### src/design/iau_regs.svh
// Register offsets, field positions, reset values and timing counts of the interrupt unit
// Summary of operation
// - Three sources: pin edge, timer underflow or capture, non-maskable opcode zero.
// - Maskable interrupts need the global enable plus their own source enable.
// - Acknowledging a hardware interrupt clears the global enable.
// - Pin enable gates the pin source, timer enable gates the timer source.
// - Edge select 0 takes rising pin edges, 1 takes falling edges.
// - Separate pin and timer pending flags; only software clears them.
// - Setting global enable inside a service routine allows nested interrupts.
// - Software interrupt acknowledge leaves the global enable unchanged.
// - Acknowledge pushes the program counter and lowers the stack pointer by two.
// - Execution continues at 00FF; the acknowledge takes 7 cycles.
// - All three returns pop the program counter, then raise stack pointer by two.
// - The return-and-enable instruction also sets the global enable.
// - Unimplemented program memory reads as 00, which is the trap opcode.
// - Unimplemented data memory reads as FF, so unbalanced returns reach 7FFF.
// - The stack grows downward in data memory.
// - Master reset clears program counter, status word and control register.
// - Timer pending is set by underflow outside capture mode, and only by capture edge in capture mode.
`ifndef IAU_REGS_SVH
`define IAU_REGS_SVH
`define IAU_OFS_CONTROL 12'h000
`define IAU_OFS_STATUS 12'h004
`define IAU_OFS_STACK 12'h008
`define IAU_OFS_PC 12'h00C
`define IAU_BIT_EDGE 2
`define IAU_BIT_GLOBAL_EN 0
`define IAU_BIT_PIN_EN 1
`define IAU_BIT_PIN_PEND 3
`define IAU_BIT_TIMER_EN 4
`define IAU_BIT_TIMER_PEND 5
`define IAU_STATUS_MASK 8'h3B
`define IAU_RESET_BYTE 8'h00
`define IAU_RESET_PC 15'h0000
`define IAU_RESET_SP 8'h00
`define IAU_VECTOR 15'h00FF
`define IAU_ACK_CYCLES 3'h7
`define IAU_ROM_BYTES 15'h0400
`define IAU_RAM_BYTES 8'h40
`define IAU_ROM_BLANK 8'h00
`define IAU_RAM_BLANK 8'hFF
`define IAU_CAPTURE_MODE 2'h3
`define IAU_RESP_OKAY 2'h0
`define IAU_RESP_SLVERR 2'h2
`endif

### src/design/iau_pkg.sv
// Types shared by the interrupt unit
package iau_pkg;
   typedef enum logic [2:0] {
      IAU_IDLE = 3'b000,
      IAU_ACK = 3'b001,
      IAU_RET_ADDR = 3'b010,
      IAU_RET_HIGH = 3'b011,
      IAU_RET_LOW = 3'b100
   } iau_state_e;
   typedef enum logic [1:0] {
      IAU_PLAIN_RETURN = 2'b00,
      IAU_RETURN_AND_SKIP = 2'b01,
      IAU_RETURN_AND_ENABLE = 2'b10
   } iau_ret_kind_e;
endpackage

### src/design/iau_interrupt_unit.sv
// Interrupt, stack sequencing and illegal-condition unit with an AXI4-Lite register slave
//
// Implementation choices: the address map and the AXI4-Lite interface to the registers.
`include "iau_regs.svh"
`timescale 1ns/1ps
`default_nettype none
module iau_interrupt_unit (
   // Clock and reset
   input wire logic aclk,
   input wire logic aresetn,
   // AXI4-Lite write
   input wire logic [11:0] s_axi_awaddr,
   input wire logic s_axi_awvalid,
   output logic s_axi_awready,
   input wire logic [31:0] s_axi_wdata,
   input wire logic [3:0] s_axi_wstrb,
   input wire logic s_axi_wvalid,
   output logic s_axi_wready,
   output logic [1:0] s_axi_bresp,
   output logic s_axi_bvalid,
   input wire logic s_axi_bready,
   // AXI4-Lite read
   input wire logic [11:0] s_axi_araddr,
   input wire logic s_axi_arvalid,
   output logic s_axi_arready,
   output logic [31:0] s_axi_rdata,
   output logic [1:0] s_axi_rresp,
   output logic s_axi_rvalid,
   input wire logic s_axi_rready,
   // Interrupt sources
   input wire logic external_irq_pin,
   input wire logic timer_underflow,
   input wire logic timer_capture_edge,
   output logic [7:0] timer_serial_control,
   // Sequencer
   input wire logic instr_boundary,
   input wire logic pc_advance,
   input wire logic pc_load,
   input wire logic [14:0] pc_load_value,
   input wire logic ret_req,
   input wire iau_pkg::iau_ret_kind_e ret_kind,
   output logic seq_busy,
   output logic [14:0] program_counter,
   // Program memory fetch
   input wire logic fetch_strobe,
   input wire logic [7:0] rom_raw_data,
   output logic [7:0] fetch_opcode,
   // Data memory stack port
   output logic ram_wr_en,
   output logic ram_rd_en,
   output logic [7:0] ram_addr,
   output logic [7:0] ram_wdata,
   input wire logic [7:0] ram_raw_data
);
   import iau_pkg::*;

   ////////////////////////////////////////////////////////////////////////////
   // Memory filters for unimplemented locations

   function automatic logic [7:0] rom_filter(input logic [14:0] a, input logic [7:0] d);
      rom_filter = (a < `IAU_ROM_BYTES) ? d : `IAU_ROM_BLANK;
   endfunction

   function automatic logic [7:0] ram_filter(input logic [7:0] a, input logic [7:0] d);
      ram_filter = (a < `IAU_RAM_BYTES) ? d : `IAU_RAM_BLANK;
   endfunction

   ////////////////////////////////////////////////////////////////////////////
   // State

   iau_state_e state_q, state_d;
   logic [7:0] control_q;
   logic global_irq_enable_q, pin_irq_enable_q, timer_irq_enable_q;
   logic pin_irq_pending_q, timer_irq_pending_q;
   logic [7:0] sp_q;
   logic [14:0] pc_q;
   logic [2:0] ack_cnt_q;
   logic [1:0] ret_kind_q;
   logic [7:0] ret_high_q, rd_addr_q, opcode_q;
   logic pin_prev_q, trap_q;
   logic wr_en_q, rd_en_q;
   logic [7:0] addr_q, wdata_q;

   ////////////////////////////////////////////////////////////////////////////
   // AXI4-Lite slave

   logic aw_held_q, w_held_q, bvalid_q, rvalid_q;
   logic [11:0] awaddr_q;
   logic [7:0] wbyte_q;
   logic wstrb0_q;
   logic [1:0] bresp_q, rresp_q;
   logic [31:0] rdata_q;

   wire aw_take = s_axi_awvalid && !aw_held_q && !bvalid_q;
   wire w_take = s_axi_wvalid && !w_held_q && !bvalid_q;
   wire wr_fire = aw_held_q && w_held_q && !bvalid_q;
   wire wr_ctrl = wr_fire && wstrb0_q && awaddr_q == `IAU_OFS_CONTROL;
   wire wr_stat = wr_fire && wstrb0_q && awaddr_q == `IAU_OFS_STATUS;
   wire wr_sp = wr_fire && wstrb0_q && awaddr_q == `IAU_OFS_STACK;
   wire wr_mapped = awaddr_q == `IAU_OFS_CONTROL || awaddr_q == `IAU_OFS_STATUS ||
      awaddr_q == `IAU_OFS_STACK || awaddr_q == `IAU_OFS_PC;
   wire rd_fire = s_axi_arvalid && !rvalid_q;

   wire [7:0] status_word = {2'b00, timer_irq_pending_q, timer_irq_enable_q, pin_irq_pending_q,
      1'b0, pin_irq_enable_q, global_irq_enable_q};
   wire [31:0] rd_value =
      (s_axi_araddr == `IAU_OFS_CONTROL) ? {24'h000000, control_q} :
      (s_axi_araddr == `IAU_OFS_STATUS) ? {24'h000000, status_word} :
      (s_axi_araddr == `IAU_OFS_STACK) ? {24'h000000, sp_q} :
      (s_axi_araddr == `IAU_OFS_PC) ? {17'h00000, pc_q} : 32'h00000000;
   wire rd_mapped = s_axi_araddr == `IAU_OFS_CONTROL || s_axi_araddr == `IAU_OFS_STATUS ||
      s_axi_araddr == `IAU_OFS_STACK || s_axi_araddr == `IAU_OFS_PC;

   assign s_axi_awready = !aw_held_q && !bvalid_q;
   assign s_axi_wready = !w_held_q && !bvalid_q;
   assign s_axi_bvalid = bvalid_q;
   assign s_axi_bresp = bresp_q;
   assign s_axi_arready = !rvalid_q;
   assign s_axi_rvalid = rvalid_q;
   assign s_axi_rdata = rdata_q;
   assign s_axi_rresp = rresp_q;

   always_ff @(posedge aclk) begin
      if (!aresetn) begin
         aw_held_q <= 1'b0;
         w_held_q <= 1'b0;
         bvalid_q <= 1'b0;
         awaddr_q <= 12'h000;
         wbyte_q <= 8'h00;
         wstrb0_q <= 1'b0;
         bresp_q <= `IAU_RESP_OKAY;
      end else begin
         if (aw_take) begin
            aw_held_q <= 1'b1;
            awaddr_q <= s_axi_awaddr;
         end
         if (w_take) begin
            w_held_q <= 1'b1;
            wbyte_q <= s_axi_wdata[7:0];
            wstrb0_q <= s_axi_wstrb[0];
         end
         if (wr_fire) begin
            aw_held_q <= 1'b0;
            w_held_q <= 1'b0;
            bvalid_q <= 1'b1;
            bresp_q <= wr_mapped ? `IAU_RESP_OKAY : `IAU_RESP_SLVERR;
         end else if (bvalid_q && s_axi_bready) begin
            bvalid_q <= 1'b0;
         end
      end
   end

   always_ff @(posedge aclk) begin
      if (!aresetn) begin
         rvalid_q <= 1'b0;
         rdata_q <= 32'h00000000;
         rresp_q <= `IAU_RESP_OKAY;
      end else if (rd_fire) begin
         rvalid_q <= 1'b1;
         rdata_q <= rd_value;
         rresp_q <= rd_mapped ? `IAU_RESP_OKAY : `IAU_RESP_SLVERR;
      end else if (rvalid_q && s_axi_rready) begin
         rvalid_q <= 1'b0;
      end
   end

   ////////////////////////////////////////////////////////////////////////////
   // Event detection

   wire edge_sel = control_q[`IAU_BIT_EDGE];
   wire pin_edge = edge_sel ? (pin_prev_q && !external_irq_pin)
                            : (!pin_prev_q && external_irq_pin);
   wire capture_mode = control_q[7:6] == `IAU_CAPTURE_MODE;
   wire timer_event = capture_mode ? timer_capture_edge : timer_underflow;
   wire [7:0] fetched = rom_filter(pc_q, rom_raw_data);
   wire trap_now = fetch_strobe && fetched == 8'h00;

   // Maskable request: both the global and the source enable are needed
   wire mask_req = global_irq_enable_q && ((pin_irq_enable_q && pin_irq_pending_q) ||
      (timer_irq_enable_q && timer_irq_pending_q));
   wire take_irq = state_q == IAU_IDLE && instr_boundary && (mask_req || trap_q);
   wire take_ret = state_q == IAU_IDLE && !take_irq && ret_req;
   wire ack_done = state_q == IAU_ACK && ack_cnt_q == `IAU_ACK_CYCLES - 3'h1;
   wire ret_done = state_q == IAU_RET_LOW;
   wire [7:0] rd_filtered = ram_filter(rd_addr_q, ram_raw_data);
   wire [15:0] popped = {ret_high_q, rd_filtered};

   ////////////////////////////////////////////////////////////////////////////
   // Sequencer

   always_comb begin
      state_d = state_q;
      case (state_q)
         IAU_IDLE: begin
            if (take_irq) begin
               state_d = IAU_ACK;
            end else if (take_ret) begin
               state_d = IAU_RET_ADDR;
            end
         end
         IAU_ACK: begin
            if (ack_done) begin
               state_d = IAU_IDLE;
            end
         end
         IAU_RET_ADDR: state_d = IAU_RET_HIGH;
         IAU_RET_HIGH: state_d = IAU_RET_LOW;
         IAU_RET_LOW: state_d = IAU_IDLE;
         default: state_d = IAU_IDLE;
      endcase
   end

   always_ff @(posedge aclk) begin
      if (!aresetn) begin
         state_q <= IAU_IDLE;
         ack_cnt_q <= 3'h0;
         ret_kind_q <= IAU_PLAIN_RETURN;
      end else begin
         state_q <= state_d;
         ack_cnt_q <= (state_q == IAU_ACK) ? ack_cnt_q + 3'h1 : 3'h0;
         if (take_ret) begin
            ret_kind_q <= ret_kind;
         end
      end
   end

   // Stack traffic: push low then high byte walking down, pop walks back up
   always_ff @(posedge aclk) begin
      if (!aresetn) begin
         wr_en_q <= 1'b0;
         rd_en_q <= 1'b0;
         addr_q <= 8'h00;
         wdata_q <= 8'h00;
         rd_addr_q <= 8'h00;
         ret_high_q <= 8'h00;
      end else begin
         wr_en_q <= 1'b0;
         rd_en_q <= 1'b0;
         if (take_irq) begin
            wr_en_q <= 1'b1;
            addr_q <= sp_q;
            wdata_q <= pc_q[7:0];
         end else if (state_q == IAU_ACK && ack_cnt_q == 3'h0) begin
            wr_en_q <= 1'b1;
            addr_q <= sp_q - 8'h01;
            wdata_q <= {1'b0, pc_q[14:8]};
         end else if (take_ret) begin
            rd_en_q <= 1'b1;
            addr_q <= sp_q + 8'h01;
         end else if (state_q == IAU_RET_ADDR) begin
            rd_en_q <= 1'b1;
            addr_q <= sp_q + 8'h02;
         end
         if (rd_en_q) begin
            rd_addr_q <= addr_q;
         end
         if (state_q == IAU_RET_HIGH) begin
            ret_high_q <= rd_filtered;
         end
      end
   end

   ////////////////////////////////////////////////////////////////////////////
   // Program counter, stack pointer, fetch

   always_ff @(posedge aclk) begin
      if (!aresetn) begin
         pc_q <= `IAU_RESET_PC;
         sp_q <= `IAU_RESET_SP;
         opcode_q <= 8'h00;
         trap_q <= 1'b0;
         pin_prev_q <= external_irq_pin; // Follow the pin so no false edge follows reset
      end else begin
         pin_prev_q <= external_irq_pin;
         if (fetch_strobe) begin
            opcode_q <= fetched;
         end
         if (take_irq) begin
            trap_q <= trap_now;
         end else if (trap_now) begin
            trap_q <= 1'b1;
         end
         if (ack_done) begin
            pc_q <= `IAU_VECTOR;
            sp_q <= sp_q - 8'h02;
         end else if (ret_done) begin
            sp_q <= sp_q + 8'h02;
            pc_q <= (ret_kind_q == IAU_RETURN_AND_SKIP) ? popped[14:0] + 15'h0001 : popped[14:0];
         end else begin
            if (wr_sp) begin
               sp_q <= wbyte_q;
            end
            if (pc_load) begin
               pc_q <= pc_load_value;
            end else if (pc_advance) begin
               pc_q <= pc_q + 15'h0001;
            end
         end
      end
   end

   ////////////////////////////////////////////////////////////////////////////
   // Control and status word

   always_ff @(posedge aclk) begin
      if (!aresetn) begin
         control_q <= `IAU_RESET_BYTE;
         global_irq_enable_q <= 1'b0;
         pin_irq_enable_q <= 1'b0;
         timer_irq_enable_q <= 1'b0;
         pin_irq_pending_q <= 1'b0;
         timer_irq_pending_q <= 1'b0;
      end else begin
         if (wr_ctrl) begin
            control_q <= wbyte_q;
         end
         if (wr_stat) begin
            pin_irq_enable_q <= wbyte_q[`IAU_BIT_PIN_EN];
            timer_irq_enable_q <= wbyte_q[`IAU_BIT_TIMER_EN];
         end
         // Pending: a new event wins over a software clear
         pin_irq_pending_q <= (wr_stat ? wbyte_q[`IAU_BIT_PIN_PEND] : pin_irq_pending_q) |
            pin_edge;
         timer_irq_pending_q <= (wr_stat ? wbyte_q[`IAU_BIT_TIMER_PEND] : timer_irq_pending_q) |
            timer_event;
         if (take_irq && mask_req) begin
            global_irq_enable_q <= 1'b0;
         end else if (ret_done && ret_kind_q == IAU_RETURN_AND_ENABLE) begin
            global_irq_enable_q <= 1'b1;
         end else if (wr_stat) begin
            global_irq_enable_q <= wbyte_q[`IAU_BIT_GLOBAL_EN];
         end
      end
   end

   ////////////////////////////////////////////////////////////////////////////
   // Outputs

   assign seq_busy = state_q != IAU_IDLE;
   assign program_counter = pc_q;
   assign fetch_opcode = opcode_q;
   assign timer_serial_control = control_q;
   assign ram_wr_en = wr_en_q;
   assign ram_rd_en = rd_en_q;
   assign ram_addr = addr_q;
   assign ram_wdata = wdata_q;
endmodule
`default_nettype wire

### config.mk
export PLATFORM = sky130hd
export DESIGN_NAME = iau_interrupt_unit
export DESIGN_NICKNAME = d
export VERILOG_FILES = /design/src/design/iau_pkg.sv /design/src/design/iau_interrupt_unit.sv
export VERILOG_INCLUDE_DIRS = /design/src /design/src/design
export SDC_FILE = /design/constraint.sdc
export NUM_CORES = 1
export LEC_CHECK = 0
export BUFFER_PORTS_ARGS = -buffer_cell sky130_fd_sc_hd__buf_2
export CAP_MARGIN = 20
export CORE_UTILIZATION = 56
export DETAILED_ROUTE_END_ITERATION = 8
export HOLD_SLACK_MARGIN = 0.02
export PLACE_DENSITY = 0.9
export SLEW_MARGIN = 10
export SYNTH_ARGS = -nofsm -noshare
export SYNTH_HDL_FRONTEND = slang
export SYNTH_SLANG_ARGS = --single-unit
export TNS_END_PERCENT = 1
### constraint.sdc
create_clock -name aclk -period 3.6 [get_ports aclk]
set_input_delay 0.36 -clock aclk [delete_from_list [all_inputs] [get_ports aclk]]
set_output_delay 0.36 -clock aclk [all_outputs]
set_load 0.02 [all_outputs]
==> impl_metrics.yaml <==
timing:
  finalCriticalPeriod_ps: 2394
  fin_worst_skew_ps: 5.382
  max_freq_ghz: 0.4177
  final-hold-violation-count: 0
  rsz0062_at_grt: "false"
  drv_slew: 0
  post-route-period-util_pct: 66.50
  fin_ws_ps: 1206
  relSlewSlack_pct: 38.31
  tns_ps: 0
  setup_viol_count_final: 0
  worst_pin_slew_ps: 925.4
routing:
  vias_per_cell: 6.175
  wire_per_inst_um: 17.52
  antenna_left: 0
  drc: 0
  drtIter0Drc: 776
  firstDrtPassIters: 6
  via_count: 6792
  wl_um: 19270
outcome:
  status: "finished, final reports clean"
run:
  drv_cap: 0
setup_path:
  critPathRequiredTime_ps: 3900
  cp-end-kind: "flip-flop"
  cp_max_fo: 17
  worstPathCellList: "nor3b_2 > nand3b_1 > o21ai_0 > nor4_1 > mux2i_1 > nand3_1"
  critPathMaxStageDelay_ps: 620
  critical_path_arrival_ps: 2690
  cpMaxStageDelayCell: "nand3b_1"
  start_kind: "flip-flop"
  path_class: "reg2reg"
floorplan:
  io_pins: 199
  die_h_um: 110.8
  start_util_pct: 57.84
  coreArea_um2: 11470
  dieArea_um2: 12280
  rows: 39
  die_w_um: 110.8
global_route:
  globalRouteMet2Util_pct: 48.82
  grt_first_pass_wirelength_um: 30940
  grtUsageMet3_pct: 7.818
  grt_max_degree: 51
  antenna_found_initial: 0
  grt.overflow.total: 0
  globalRoute.busiestLayer: "met2"
  grt_usage_pct: 31.05
  grt_pass1_vias: 6340
  use_met1_pct: 38.94
logic_synthesis:
  synth_top_family_by_area: "simple AND/OR/NAND/NOR gates"
  synth.area.mux_share_pct: 5.244
  seq_area_frac_synth_pct: 37.13
  synth-seq-cells: 123
  post_synth_xor_area_fraction_pct: 3.169
  synthArstFlopShare_pct: 0
  synth_warnings: 0
  synth_compound_area_share_pct: 20.81
  synth_fa_ha_area_share_pct: 1.886
  synth.avg_cell_area_um2: 8.079
  synthDistinctLibCells: 76
  synth_cells: 821
  synth_edf_count: 0
  synthSimpleGateAreaFrac_pct: 25.28
  synthFlopType: "dfxtp_1"
  syn_area_um2: 6633
cells_and_area:
  num_antenna_cells: 0
  syn2layout_area_growth_pct: 20.66
  fill_cells: 819
  multi_input_area_um2: 3811
  layout-drive-gt1-share_pct: 22.47
  ff_latch_area_um2: 2462
  final_nets: 1062
  layout_commonest_cell: "buf_2"
  finalNonFillerCells: 1100
  final_core_util_pct: 69.79
  layout_common_cells: "152 x buf_2, 123 x dfxtp_1, 117 x nand2_1"
clocking:
  root_buffer: "clkbuf_16"
  cts_resized: 0
  cts-htree-levels: 4
  hold_buffers: 0
  cts_sinks: 123
  clk_pin_slew_ps: 50
  cts_setup_buffers: 0
  clkLatencyLatePin_ps: 410
  numCtsBuffers: 17
  cts_tree: "done"
  cts.path.max_buffers: 2
pwr:
  power.leakage_nw: 3.351
  ir_worst_vdd_mv: 0.3580
  p_per_area_nw_per_um2: 528.8
place:
  dp_cells: 1068
  gp_congestion: 0.9061
  port_buffers: 152
  dp_hpwl_um: 12940
  place_ws_ps: 1321
worst_hold_path:
  hp-class: "in2reg"
metrics by stage:
step,hold slack [ps],instance area (um^2),total power (W)
final,88.17,8003,0.004232
after global routing,88.04,8003,0.004373
after CTS,77.15,8003,0.004212
after detailed placement,441.1,7315,0.002238
after global placement,429.8,7315,0.002221
after floorplan,387.7,6700,0.002043
critical path: cells and delay by family, from the launching register on:
| kind | cells | cell delay [ps] |
|---|---|---|
| multiplexers | 1 | 160 |
| AND/OR/NAND/NOR | 4 | 1160 |
| AO/OA/AOI/OAI | 1 | 440 |
| flip-flops | 1 | 520 |
report_power, final:
part	internal, W	switching, W
clock	0.00138	0.000611
sequential	0.00145	0.000116
combinational	0.000239	0.000434
routing by layer:
metal	up-vias	wire [um]
li1	3161	-
met1	3149	7830
met2	407	8889
met3	75	1799
met4	0	754
met5	-	0
area by class of cell:
class,instances,share of cell area (%)
flip-flops and latches,123,30.77
clock buffers,19,5.535
clock inverters,13,3.064
multi-input cells,627,47.62
repair buffers,156,9.881
well taps,143,2.236
inverters,19,0.8912
cells in the mapped netlist, types with 2 or more instances:
cell	count	area, um^2
xor2_1	12	105.1
and3b_1	2	17.52
and3_1	12	75.07
nand2_1	117	439.2
inv_1	18	67.56
nand3_1	48	240.2
or3_1	5	31.28
clkbuf_1	37	138.9
and2_1	7	43.79
a221oi_1	2	17.52
ha_1	10	125.1
a211o_1	3	26.28
a21o_1	5	37.54
o31ai_1	3	22.52
o21a_1	4	30.03
a21oi_1	82	410.4
a31oi_1	7	43.79
dfxtp_1	123	2462
buf_2	8	40.04
nor2b_1	2	12.51
a22o_1	8	70.07
nor3_1	17	85.08
nand4_1	4	25.02
mux4_2	5	112.6
o211ai_1	7	52.55
a211oi_1	11	82.58
nor4_4	3	63.81
buf_1	4	15.01
o211a_1	3	30.03
nor2_1	74	277.8
a311oi_1	9	78.83
nand3b_1	6	45.04
o311ai_0	4	35.03
a22oi_1	3	22.52
mux2i_1	22	220.2
o32ai_2	3	48.80
buf_4	20	150.1
o21ai_0	34	170.2
a221o_1	3	30.03
or2_2	2	12.51
xnor2_1	12	105.1
o221ai_1	7	61.31
or4_1	5	37.54
nor4_1	4	25.02
nand2b_1	13	81.33
cells by family (layout without fill, tap and decap cells):
family | count (synthesis) | after routing
XOR/XNOR | 24 | 24
multiplexers | 28 | 28
adder cells (fa/ha/maj) | 10 | 10
AND/OR/NAND/NOR | 336 | 336
other | 1 | 19
AO/OA/AOI/OAI | 210 | 210
flip-flops | 123 | 123
buffers and inverters | 89 | 207
worst paths after layout:
kind                                       start      endpoint  slack (ps)  depth (start not counted)
worst min register to register      ack_cnt_q[0]  ack_cnt_q[0]         450                          1
worst max-delay path                  state_q[0]   ram_addr[6]        1210                          6
worst min-delay path            external_irq_pin    pin_prev_q          90                          1
worst max register to register        state_q[0]   ram_addr[6]        1210                          6
registers in the layout, indices dropped and copies added, names as in the netlist, 2 cells and up:
name / count
rd_addr_q: 2
program_counter: 15
awaddr_q: 12
ram_addr: 8
wbyte_q: 8
fetch_opcode: 8
state_q: 3
timer_serial_control: 8
ram_wdata: 8
ret_high_q: 7
s_axi_rdata: 15
sp_q: 8
ret_kind_q: 2
ack_cnt_q: 3
Note: power is estimated with default switching activity, not from simulation.
